`config.mk`:
```
export PLATFORM = sky130hd
export DESIGN_NAME = rml_reset_mode
export DESIGN_NICKNAME = d
export VERILOG_FILES = /design/src/common/rml_pkg.sv /design/src/design/rml_reset_mode.sv
export VERILOG_INCLUDE_DIRS = /design/src /design/src/common
export SDC_FILE = /design/constraint.sdc
export NUM_CORES = 1
export LEC_CHECK = 0
export ABC_CLOCK_PERIOD_IN_PS = 2160
export BUFFER_PORTS_ARGS = -buffer_cell sky130_fd_sc_hd__buf_4
export CAP_MARGIN = 20
export CORE_MARGIN = 3
export CORE_UTILIZATION = 40
export DETAILED_ROUTE_END_ITERATION = 10
export PLACE_DENSITY = 0.69
export SLEW_MARGIN = 20
export SYNTH_ARGS = -nofsm -noshare
export SYNTH_HDL_FRONTEND = slang
export SYNTH_SLANG_ARGS = --single-unit
```
`constraint.sdc`:
```
create_clock -name core_clk -period 2.16 [get_ports core_clk]
set_input_delay 0.324 -clock core_clk [delete_from_list [all_inputs] [get_ports core_clk]]
set_output_delay 0.324 -clock core_clk [all_outputs]
set_load 0.02 [all_outputs]
```
`src/common/rml_params.svh`:
```
// Constants for the reset, mode latch and external interrupt pin block.
`ifndef RML_PARAMS_SVH
`define RML_PARAMS_SVH
`define RML_NUM_PINS 4
`define RML_MODE_RESET 4'h0
`define RML_PHASE_RESET 2'h0
`define RML_SYNC_RESET 4'hf
`define RML_EDGE_RESET 4'h0
`define RML_PORT_RESET 4'h0
`endif

```
`src/common/rml_pkg.sv`:
```
// Types shared by the reset, mode latch and external interrupt pin block.
package rml_pkg;
    // Per-pin function after reset.
    typedef enum logic [1:0] {
        RML_FN_IRQ,
        RML_FN_GPIO_IN,
        RML_FN_GPIO_OUT,
        RML_FN_GPIO_OFF
    } rml_fn_t;

    // Per-pin configuration from the core.
    typedef struct packed {
        rml_fn_t fn;
        logic edge_sense;
        logic irq_enable;
        logic gpio_out;
    } rml_pin_cfg_t;

    // Reset sequencing state.
    typedef enum logic [1:0] {
        RML_ST_RESET,
        RML_ST_LATCH,
        RML_ST_RUN
    } rml_state_t;
endpackage : rml_pkg

```
`src/design/rml_reset_mode.sv`:
```
// Reset sequencing, operating mode capture and mode/interrupt pin handling.
// What this block does
// - All four mode pins active low, synchronized first.
// - Pin selects mode in reset, later interrupt.
// - Four pins form 4-bit operating mode.
// - Port bit is input, output or disconnected.
// - Reset holds chip and phase generator.
// - Mode latched when reset is released.
`timescale 1ns/1ns
`include "rml_params.svh"

module rml_reset_mode #(
    parameter int NUM_PINS = `RML_NUM_PINS
) (
    input wire logic core_clk, // Core clock, 125 MHz.
    input wire logic reset, // Asynchronous power-on reset, active high.
    input wire logic reset_pin_n, // Board reset pin, active low, asynchronous.
    input wire logic [3:0] mode_pin_n, // Mode/interrupt pins, one to four, raw.
    input wire rml_pkg::rml_pin_cfg_t [3:0] pin_cfg, // Per-pin function from the core.
    input wire logic [3:0] irq_ack, // Clears a latched edge request.
    output logic chip_reset, // Reset to the rest of the chip.
    output logic [1:0] phase_q, // Internal clock phase generator.
    output logic [3:0] operating_mode_register, // Latched initial mode.
    output logic mode_valid, // Mode has been latched.
    output logic [3:0] ext_int_request, // Masked interrupt requests.
    output logic [3:0] port_h_in, // Port H input values.
    output logic [3:0] port_h_out, // Port H pin drive value.
    output logic [3:0] port_h_oe // Port H output enables.
);

    // Every vector below is four wide, so any other pin count is refused.
    if (NUM_PINS != 4)
    begin : g_pin_count_check
        $error("rml_reset_mode supports exactly four mode pins");
    end

    ////////////////////////////////////////////////////////////////////////////
    // Synchronisers.

    logic [3:0] pin_meta_q;
    logic [3:0] pin_sync_q;
    logic [3:0] pin_prev_q;
    logic rst_meta_q;
    logic rst_sync_q;

    always_ff @(posedge core_clk or posedge reset)
    begin
        if (reset)
        begin
            pin_meta_q <= `RML_SYNC_RESET;
            pin_sync_q <= `RML_SYNC_RESET;
            pin_prev_q <= `RML_SYNC_RESET;
        end
        else
        begin
            pin_meta_q <= mode_pin_n;
            pin_sync_q <= pin_meta_q;
            pin_prev_q <= pin_sync_q;
        end
    end

    // The reset pin is synchronised too, so its release lands cleanly in the clock domain.
    always_ff @(posedge core_clk or posedge reset)
    begin
        if (reset)
        begin
            rst_meta_q <= 1'b0;
            rst_sync_q <= 1'b0;
        end
        else
        begin
            rst_meta_q <= reset_pin_n;
            rst_sync_q <= rst_meta_q;
        end
    end

    ////////////////////////////////////////////////////////////////////////////
    // Reset sequencing.

    rml_pkg::rml_state_t state_q;

    always_ff @(posedge core_clk or posedge reset)
    begin
        if (reset)
        begin
            state_q <= rml_pkg::RML_ST_RESET;
        end
        else if (!rst_sync_q)
        begin
            state_q <= rml_pkg::RML_ST_RESET;
        end
        else
        begin
            case (state_q)
                rml_pkg::RML_ST_RESET: state_q <= rml_pkg::RML_ST_LATCH;
                rml_pkg::RML_ST_LATCH: state_q <= rml_pkg::RML_ST_RUN;
                rml_pkg::RML_ST_RUN: state_q <= rml_pkg::RML_ST_RUN;
                default: state_q <= rml_pkg::RML_ST_RESET;
            endcase
        end
    end

    assign chip_reset = (state_q != rml_pkg::RML_ST_RUN);

    // phase generator cleared
    // The state register enters reset one clock after the synchronised pin falls.
    // Looking at the pin as well keeps the phase at zero on that very edge.
    always_ff @(posedge core_clk or posedge reset)
    begin
        if (reset)
        begin
            phase_q <= `RML_PHASE_RESET;
        end
        else if (chip_reset || !rst_sync_q)
        begin
            phase_q <= `RML_PHASE_RESET;
        end
        else
        begin
            phase_q <= phase_q + 2'h1;
        end
    end

    always_ff @(posedge core_clk or posedge reset)
    begin
        if (reset)
        begin
            operating_mode_register <= `RML_MODE_RESET;
            mode_valid <= 1'b0;
        end
        else if (state_q == rml_pkg::RML_ST_RESET && rst_sync_q)
        begin
            // Bit 0 is pin one; pins are active low, so a grounded pin reads 1.
            operating_mode_register <= ~pin_sync_q;
            mode_valid <= 1'b1;
        end
        else if (!rst_sync_q)
        begin
            mode_valid <= 1'b0;
        end
    end

    ////////////////////////////////////////////////////////////////////////////
    // Interrupts and port H.

    logic [3:0] edge_q;

    // Tells whether a pin is handed to the interrupt logic.
    function automatic logic pin_is_irq(rml_pkg::rml_pin_cfg_t cfg);
        return cfg.fn == rml_pkg::RML_FN_IRQ;
    endfunction : pin_is_irq

    always_ff @(posedge core_clk or posedge reset)
    begin
        if (reset)
        begin
            edge_q <= `RML_EDGE_RESET;
        end
        else
        begin
            for (int i = 0; i < 4; i++)
            begin
                // A new falling edge wins over a same-cycle acknowledge.
                if (chip_reset || !pin_is_irq(pin_cfg[i]))
                begin
                    edge_q[i] <= 1'b0;
                end
                else if (pin_prev_q[i] && !pin_sync_q[i])
                begin
                    edge_q[i] <= 1'b1;
                end
                else if (irq_ack[i])
                begin
                    edge_q[i] <= 1'b0;
                end
            end
        end
    end

    // level or edge request
    // The level path reads the synchronised pin, so a request trails the pin by two clocks.
    always_comb
    begin
        for (int i = 0; i < 4; i++)
        begin
            ext_int_request[i] = !chip_reset && pin_is_irq(pin_cfg[i]) &&
                pin_cfg[i].irq_enable && (pin_cfg[i].edge_sense ? edge_q[i] : !pin_sync_q[i]);
        end
    end

    always_ff @(posedge core_clk or posedge reset)
    begin
        if (reset)
        begin
            port_h_in <= `RML_PORT_RESET;
            port_h_out <= `RML_PORT_RESET;
            port_h_oe <= `RML_PORT_RESET;
        end
        else
        begin
            for (int i = 0; i < 4; i++)
            begin
                port_h_in[i] <= (pin_cfg[i].fn == rml_pkg::RML_FN_GPIO_IN) ? pin_sync_q[i] : 1'b0;
                port_h_out[i] <= pin_cfg[i].gpio_out;
                port_h_oe[i] <= !chip_reset && pin_cfg[i].fn == rml_pkg::RML_FN_GPIO_OUT;
            end
        end
    end

endmodule : rml_reset_mode

```
==> impl_results.md, run 1 <==
- Final core area utilization: 0.582
- Post-synth ARST share: 1.00
- Post-layout nets: 196
- Crit path kind: flip-flop to primary output
- Cell-internal power: 1.09 mW
- Reg2Reg Launch Point: state_q[0]
- Share of cells above drive strength 1: 0.488
- Setup TNS Final: 0 ns
- Fin. max-slew vios: 0
- Crit start category: flip-flop
- Flop pwr share: 0.554
- Critical Path RT: 1.84 ns
- Vias in the first global route: 997
- Cell Count, Final, Fillers Out: 208
- Setup Buffers After CTS: 0
- Clock skew: 0.00730 ns
- First-pass GRT wire length: 4490 um
- Area contributors post-synth: dfrtp_1 (46%), dfstp_2 (22%), a2111oi_4 (5.7%)
- Power density over the cells: 759 mW/mm^2
- Detail Placement HPWL: 2180 um
- Unrepaired setup endpoints after global routing: no
- Most common cell in the synthesized netlist: dfrtp_1
- Register area share after synthesis: 0.679
- Worst-path clk slew: 0.11 ns
- Worst hold stages: 1
- Max-slew headroom: 0.692
- CTS Buf Count: 5
- Switch Pwr: 0.418 mW
- EDFF count, synth: 0
- Multi-input logic area: 432 sq um
- Highest Signal Layer: met4
- Combinational Power Share: 0.204
- DRT Pass-1 Iters: 4
- Hold_buf cts: 0
- WL/cell: 13.4 um
- Final setup violation count: 0
- Filler cells: 298
- Drt via density: 4.68
- Boundary Pins: 55
- Worst-Skew Late Latency: 0.33 ns
- Pleak: 0.951 nW
- Outcome: complete, no violations
- Initial antenna violation count: 0
- DRC: 0
- Via count: 973
- Sw frac: 0.277
- Synth Flop Type: dfrtp_1
- Total die area: 0.00441 sq mm
- Sequential Area: 991 sq um
- Final worst-path cycle share: 0.885
- Peak VDD IR: 0.453 mV
- Crit. End Element: primary output
- MaxCap Viol Count: 0
- Ys Warns: 0
- Hold WS: 0.0839 ns
- Cells after Synth: 100
- Mapped cell area: 0.00146 sq mm
- Cell count after placement: 201
- Synth cell count leaders: dfrtp_1 (27), dfstp_2 (12), inv_1 (9), nand2b_1 (8), nand2_1 (7)
- GRT Total Usage: 0.143
- Worst reg-to-reg setup slack: 0.72 ns
- CTS max path bufs: 2
- First DRT Iteration DRCs: 22
- FMAX: 523 MHz
- WL met3: 269 um
- DRT Wirelength: 2790 um
- Flops & latches, synth: 39
- Met2 WL post-DR: 1420 um
- IO Port Bufs: 54
- R2R Path End: edge_q[3]
- RD Place Congestion: 0.767
- ANT cells: 0
- Post-CTS resize count: 0
- Synthesis-to-layout area growth: 36.1%
- Sink of the worst hold path: pin_meta_q[3]
- Mean Syn Cell Area: 14.6 sq um
- Root Buffer: clkbuf_4
- Die Y: 66.4 um
- Distinct cells, synth: 19
- Largest net degree at the start of global routing: 40
- Clock power frac: 0.241
- Placeable Area: 0.00342 sq mm
- Initial core utilization: 0.427
- Worst EP arrival: 1.59 ns
- Remaining global-route overflow: 0
- Critical hold path startpoint: mode_pin_n[3]
- Hold Vio Cnt, Final: 0
- CTS tree: built
- Reg2reg path depth: 4
- CTS sink count: 39
- Area leader, netlist: dfrtp_1
- Overall Power: 1.51 mW
- Die X: 66.4 um
- Met1 WL: 1060 um
- Pin slew with the least headroom to its limit: 0.462 ns
- Number of nets still failing antenna checks after routing: 0
- Post-synth top area share: 0.463
- Row count: 21
- Worst Hold Class: input port to flip-flop
- Min Tclk post-route: 1.91 ns
- H-tree levels: 2
- Syn_nets: 134
- Crit-path max FO: 5
-- state kept, by name, summed over array words and instances (netlist names) --
signal	count
state_q	2
pin_prev_q	4
edge_q	4
rst_meta_q	1
pin_sync_q	4
phase_q	2
pin_meta_q	4
port_h_out	4
rst_sync_q	1
port_h_oe	4
operating_mode_register	4
mode_valid	1
port_h_in	4
-- power by group through the flow --
stage | Clock, mW | Combinational [mW] | Sequential, mW
finish | 0.364 | 0.308 | 0.836
global placement | 0 | 0.305 | 0.845
global route | 0.418 | 0.336 | 0.844
CTS | 0.376 | 0.314 | 0.837
detailed placement | 0 | 0.314 | 0.850
floorplan | 0 | 0.109 | 0.892
-- placed cells by master, fill, tap and decap left out --
cell type and n:
a21oi_1 4, ha_1 3, clkinv_2 1, clkbuf_8 1, dfrtp_1 27, dfstp_2 12
a2111oi_2 1, and2_1 1, nor2_1 3, nand2_1 7, nor3b_1 4, or2_1 4
nand2b_1 8, inv_1 9, inv_2 1, a2111oi_4 3, and3b_1 3, buf_4 55
mux2i_1 4, o21a_1 1, clkbuf_4 5, xnor2_1 1, nand4bb_1 4
-- cell type report --
cell class | instances | share of cell area
repair buffers | 55 | 0.208
well taps | 46 | 0.0290
clock inverters | 1 | 0.00252
inverters | 10 | 0.0189
clock buffers | 6 | 0.0258
flip-flops and latches | 39 | 0.499
multi-input cells | 51 | 0.217
-- routing by layer --
metal,GRT usage,vias up
met5,0,-
met4,0.0609,0
met1,0.161,476
li1,-,452
met3,0.0731,6
met2,0.227,39
-- worst max-delay path, cell delays in order, from the launching register on --
cell       delay (ns)
dfrtp_1          0.37
inv_1            0.10
ha_1             0.32
nand4bb_1        0.14
a21oi_1          0.15
buf_4            0.17
-- through the flow --
stage	cell area [sq um]	worst slack, ns
detailed placement	1930	0.582
floorplan	1460	0.723
global placement	1930	0.679
finish	1990	0.249
CTS	1990	0.200
global route	1990	0.107
-- logic make-up after synthesis --
logic type / share of synthesized area
flip-flops: 0.679
buffers and inverters: 0.0257
adder cells (fa/ha/maj): 0.0257
multiplexers: 0.0274
XOR/XNOR: 0.00600
AND/OR/NAND/NOR: 0.151
AO/OA/AOI/OAI: 0.0857
-- worst max path at each step --
| stage | endpoint | startpoint |
|---|---|---|
| 3_3_place_gp | ext_int_request[3] | state_q[0] |
| 3_5_place_dp | ext_int_request[1] | state_q[0] |
| 6_report | ext_int_request[1] | state_q[0] |
| 2_1_floorplan | ext_int_request[1] | state_q[0] |
| 5_1_grt | ext_int_request[1] | state_q[0] |
| 4_1_cts | ext_int_request[1] | state_q[0] |
Power figures use the tool's default switching activity.
==> inputs of run 2 (changes only) <==
- PLACE_DENSITY: 0.69 -> 0.67
==> run 2 against run 1 <==
Effect of this change:
- register-to-register slack better by 0.04 ns
- clock-buffer cell count is 1 higher
- power rose by 0.43%
- routed wire length is 1.5% lower
- fmax increased by 3.4%
- cell count is 0.48% higher
- utilization rose by 0.11 points
- sequential share of layout area fell by 0.094 points
- sequential power hardly changed
- non-clock buffer count unchanged
- worst hold slack better by 0.0022 ns
- clock power is 3% higher
- highest routed layer unchanged
==> impl_results.md, run 2 (synthesis results as in run 1) <==
- Outcome: complete, no violations
- Hold WS: 0.0860 ns (+0.00216 ns)
- Crit-path max FO: 5 (unchanged)
- Combinational Power Share: 0.202 (-0.002)
- Min Tclk post-route: 1.85 ns (-0.0629 ns)
- Initial antenna violation count: 0 (unchanged)
- RD Place Congestion: 0.686 (-10%)
- Die Y: 66.4 um (unchanged)
- Detail Placement HPWL: 2020 um (-7.1%)
- MaxCap Viol Count: 0 (unchanged)
- DRT Wirelength: 2750 um (-1.5%)
- Post-layout nets: 196 (unchanged)
- ANT cells: 0 (unchanged)
- Crit start category: flip-flop
- Synthesis-to-layout area growth: 36.3%
- Max-slew headroom: 0.685 (-0.00752)
- Drt via density: 4.62 (-1.3%)
- Worst EP arrival: 1.52 ns (-0.07 ns)
- Reg2Reg Launch Point: state_q[0]
- Total die area: 0.00441 sq mm (unchanged)
- Vias in the first global route: 1,032 (+3.5%)
- Unrepaired setup endpoints after global routing: no
- Most common cell after layout, fill and taps aside: buf_4
- Power density over the cells: 761 mW/mm^2 (+0.24%)
- DRC: 0 (unchanged)
- CTS sink count: 39 (unchanged)
- Crit. End Element: primary output
- Worst-path clk slew: 0.11 ns (about the same)
- Reg2reg path depth: 4 (unchanged)
- FMAX: 541 MHz (+3.4%)
- Worst-Skew Late Latency: 0.33 ns (about the same)
- Setup Buffers After CTS: 0 (unchanged)
- First-pass GRT wire length: 4660 um (+4.0%)
- Flop pwr share: 0.550 (-0.004)
- Final setup violation count: 0 (unchanged)
- Via count: 965 (-0.82%)
- Final worst-path cycle share: 0.856 (-0.0291)
- Hold_buf cts: 0 (unchanged)
- Placeable Area: 0.00342 sq mm (unchanged)
- First DRT Iteration DRCs: 32 (+45%)
- Worst setup endpoint: ext_int_request[0]
- Die X: 66.4 um (unchanged)
- Row count: 21 (unchanged)
- IO Port Bufs: 54 (unchanged)
- Root Buffer: clkbuf_4
- H-tree levels: 2 (unchanged)
- CTS tree: built
- WL/cell: 13.2 um (-2.0%)
- Number of nets still failing antenna checks after routing: 0 (unchanged)
- Crit path kind: flip-flop to primary output
- Most frequent cells in the layout: buf_4 (55), dfrtp_1 (27), dfstp_2 (12), inv_1 (9), nand2b_1 (8)
- Share of cells above drive strength 1: 0.485 (-0.00299)
- Hold Vio Cnt, Final: 0 (unchanged)
- Clock skew: 0.00805 ns (+0.000746 ns)
- Critical Path RT: 1.84 ns (about the same)
- Fin. max-slew vios: 0 (unchanged)
- CTS Buf Count: 5 (unchanged)
- Cell-internal power: 1.10 mW (+0.64%)
- Setup TNS Final: 0 ns (unchanged)
- CTS max path bufs: 2 (unchanged)
- Boundary Pins: 55 (unchanged)
- Worst reg-to-reg setup slack: 0.76 ns (+0.04 ns)
- Pleak: 0.952 nW (+0.12%)
- Initial core utilization: 0.427 (unchanged)
- DRT Pass-1 Iters: 4 (unchanged)
- Sw frac: 0.276 (-0.00149)
- Peak VDD IR: 0.417 mV (-7.9%)
- Switch Pwr: 0.418 mW (-0.11%)
- Critical Path Source: state_q[0]
- Remaining global-route overflow: 0 (unchanged)
- Overall Power: 1.52 mW (+0.43%)
- GRT Total Usage: 0.143 (+0.000411)
- Largest net degree at the start of global routing: 40 (unchanged)
- Pin slew with the least headroom to its limit: 0.473 ns (+0.0113 ns)
- Post-CTS resize count: 0 (unchanged)
- Worst Hold Class: input port to async pin
- R2R Path End: edge_q[1]
- Clock power frac: 0.248 (+0.007)
==> run 2: worst max-delay path: stages, from the launching register on <==
cell	delay, ns
dfrtp_1	0.37
inv_1	0.09
ha_1	0.32
nand4bb_1	0.13
a21oi_1	0.14
buf_4	0.16
==> run 2: layout make-up <==
cell class                      instances  area (sq um)
Clock buffer                            7          55.1
Clock inverter                          1          5.00
Fill cell                             299          1430
Inverter                               10          37.5
Multi-Input combinational cell         51           432
Sequential cell                        39           991
Tap cell                               46          57.6
Timing Repair Buffer                   55           413
==> run 2: metal layers <==
layer	vias to the layer above	global-route usage	routed length (um)
li1	454	-	-
met1	472	0.169	1130
met2	37	0.228	1380
met3	2	0.0646	223
met4	0	0.0533	16
met5	-	0	0
==> run 2: metrics by stage <==
step / instance area [sq um] / std cells / utilization / worst slack [ns]
after floorplan: 1460 / 100 / - / 0.723
after global placement: 1930 / 201 / 0.565 / 0.677
after detailed placement: 1930 / 201 / 0.565 / 0.648
after CTS: 1990 / 209 / 0.583 / 0.269
after global routing: 1990 / 209 / 0.583 / 0.134
final: 1990 / 209 / 0.583 / 0.312
==> run 2: how the worst min path moves through the flow <==
stage,endpoint,depth (start not counted)
floorplan,pin_meta_q[0],0
global placement,rst_sync_q,0
detailed placement,pin_sync_q[2],0
CTS,pin_meta_q[2],1
global route,pin_meta_q[2],1
finish,port_h_out[3],3
==> run 2: power groups by stage <==
stage	logic (mW)	clock network, mW	registers [mW]
after floorplan	0.109	0	0.892
after global placement	0.305	0	0.845
after detailed placement	0.313	0	0.846
after CTS	0.313	0.396	0.834
after global routing	0.335	0.429	0.841
final	0.306	0.376	0.833
==> inputs of run 3 (changes only) <==
- CORE_UTILIZATION: 40 -> 45
- PLACE_DENSITY: 0.67 -> 0.74
==> run 3 against run 2 <==
Effect of this change:
- worst hold slack lost 0.0087 ns
- first-iteration DRC count shrank 3.1%
- register-to-register slack lost 0.02 ns
- clock skew grew 0.0060 ns
- global-route usage grew 0.95 points
- die area shrank 10%
- power is essentially flat
- utilization grew 6.3 points
- non-clock buffer count is the same
- clock-buffer cell count is the same
- sequential power is essentially flat
==> impl_results.md, run 3 (synthesis results as in run 1) <==
- Most common cell after layout, fill and taps aside: buf_4
- RD Place Congestion: 0.711 (+3.5%)
- Worst EP arrival: 1.60 ns (+0.08 ns)
- Slowest CP cell: dfrtp_1
- Pleak: 0.952 nW (unchanged)
- First DRT Iteration DRCs: 31 (-3.1%)
- WP depth: 5 (unchanged)
- Synthesis-to-layout area growth: 36.2%
- Worst-Skew Late Latency: 0.34 ns (about the same)
- Setup Buffers After CTS: 0 (unchanged)
- CTS tree: built
- Worst Hold Class: input port to async pin
- First-pass GRT wire length: 4670 um (+0.15%)
- Reg2reg path depth: 4 (unchanged)
- H-tree levels: 2 (unchanged)
- CTS max path bufs: 2 (unchanged)
- Hold_buf cts: 0 (unchanged)
- Remaining global-route overflow: 0 (unchanged)
- Crit. End Element: primary output
- Dpl cell area: 0.00193 sq mm (-0.13%)
- Placeable Area: 0.00308 sq mm (-9.9%)
- GRT Total Usage: 0.153 (+0.00946)
- MaxCap Viol Count: 0 (unchanged)
- Unrepaired setup endpoints after global routing: no
- Crit path kind: flip-flop to primary output
- Boundary Pins: 55 (unchanged)
- Min Tclk post-route: 1.92 ns (+0.0754 ns)
- Final worst-path cycle share: 0.891 (+0.0349)
- Sw frac: 0.276 (+0.000702)
- CTS sink count: 39 (unchanged)
- Clock skew: 0.0140 ns (+0.00596 ns)
- Slowest stage delay, CP: 0.37 ns (about the same)
- Final setup violation count: 0 (unchanged)
- Fin. max-slew vios: 0 (unchanged)
- DRT Wirelength: 2690 um (-2.0%)
- Crit-path max FO: 5 (unchanged)
- Detail Placement HPWL: 2030 um (+0.34%)
- Power density over the cells: 763 mW/mm^2 (+0.21%)
- FMAX: 520 MHz (-3.9%)
- Busiest metal layer after global routing: met2
- Largest net degree at the start of global routing: 40 (unchanged)
- Initial antenna violation count: 0 (unchanged)
- PnR worst setup slack: 0.236 ns (-0.0754 ns)
- Cell-internal power: 1.10 mW (about the same)
- Met1 Usage GRT: 0.163 (-0.00650)
- Post-layout nets: 196 (unchanged)
- Pin slew with the least headroom to its limit: 0.468 ns (-0.00486 ns)
- Via count: 971 (+0.62%)
- Crit start category: flip-flop
- CTS Buf Count: 5 (unchanged)
- Outcome: complete, no violations
- Worst-path cell chain: inv_1 > ha_1 > nand4bb_1 > a21oi_1 > buf_4
- Setup TNS Final: 0 ns (unchanged)
- Number of nets still failing antenna checks after routing: 0 (unchanged)
- Peak VDD IR: 0.514 mV (+23%)
- DRT Pass-1 Iters: 4 (unchanged)
- Worst-path clk slew: 0.12 ns (about the same)
- DRC: 0 (unchanged)
- Row count: 20 (-4.8%)
- Total die area: 0.00396 sq mm (-10%)
- Most frequent cells in the layout: buf_4 (55), dfrtp_1 (27), dfstp_2 (12), inv_1 (9), nand2b_1 (8)
- Drt via density: 4.69 (+1.6%)
- Max-slew headroom: 0.688 (+0.00324)
- Post-Layout Inst Area: 0.00199 sq mm (-0.13%)
- Flop pwr share: 0.549 (about the same)
- Vias in the first global route: 1,095 (+6.1%)
- Initial core utilization: 0.474 (+0.0469)
- Combinational Power Share: 0.202 (about the same)
- Post-CTS resize count: 0 (unchanged)
- Hold Vio Cnt, Final: 0 (unchanged)
- Die X: 63.0 um (-5.2%)
- Critical Path RT: 1.84 ns (about the same)
- Die Y: 63.0 um (-5.2%)
- Switch Pwr: 0.419 mW (+0.34%)
- Pre-CTS WS: 0.581 ns (-0.0668 ns)
- CP Buf/Inv Count: 2 (unchanged)
- IO Port Bufs: 54 (unchanged)
- WL/cell: 13.0 um (-1.1%)
- ANT cells: 0 (unchanged)
- Met3 Use GR: 0.0629 (-0.00168)
- Root Buffer: clkbuf_4
- Overall Power: 1.52 mW (about the same)
- Met2 GRT Util: 0.264 (+0.0355)
- Clock power frac: 0.249 (about the same)
- Share of cells above drive strength 1: 0.485 (unchanged)
- Family with the most delay on the worst path: flip-flops
[run 3: cell counts in the layout (fill, tap and decap cells not counted)]
Identical to the previous run, type by type.
[run 3: cell type report]
class / count / area, sq um
multi-input cells: 51 / 432
repair buffers: 55 / 413
fillers: 267 / 1090
inverters: 10 / 37.5
clock inverters: 1 / 5.00
well taps: 44 / 55.1
clock buffers: 7 / 55.1
flip-flops and latches: 39 / 991
[run 3: path summary, 6_finish.rpt]
path / start / endpoint / slack, ns
setup reg to reg: state_q[0] / edge_q[2] / 0.74
hold reg to reg: pin_meta_q[3] / pin_sync_q[3] / 0.35
min in group core_clk: mode_pin_n[2] / pin_meta_q[2] / 0.08
hold / removal: reset / port_h_out[0] / 0.08
max in group asynchronous: reset / pin_meta_q[3] / 1.71
setup / recovery: state_q[0] / ext_int_request[0] / 0.24
[run 3: layer usage]
| layer | up-vias | share of wire |
|---|---|---|
| li1 | 455 | - |
| met1 | 466 | 0.40 |
| met2 | 42 | 0.49 |
| met3 | 8 | 0.088 |
| met4 | 0 | 0.018 |
| met5 | - | 0 |
[run 3: through the flow]
step / std cells / hold slack (ns) / utilization
after global placement: 199 / 0.333 / 0.626
after floorplan: 100 / 0.328 / -
after CTS: 207 / 0.0567 / 0.646
final: 207 / 0.0774 / 0.646
after global routing: 207 / 0.0418 / 0.646
after detailed placement: 199 / 0.346 / 0.626
[run 3: power by group through the flow]
| stage | combinational [mW] | sequential [mW] | clock [mW] |
|---|---|---|---|
| floorplan | 0.109 | 0.892 | 0 |
| global placement | 0.304 | 0.844 | 0 |
| detailed placement | 0.313 | 0.847 | 0 |
| CTS | 0.314 | 0.834 | 0.397 |
| global route | 0.335 | 0.840 | 0.429 |
| finish | 0.307 | 0.833 | 0.377 |
[run 3: worst register-to-register path, delay by kind of cell (launching register included)]
kind	cells	cell delay (ns)
adders and majority gates	1	0.33
DFF	1	0.37
AOI/OAI and AO/OA	1	0.34
buffers and inverters	2	0.28
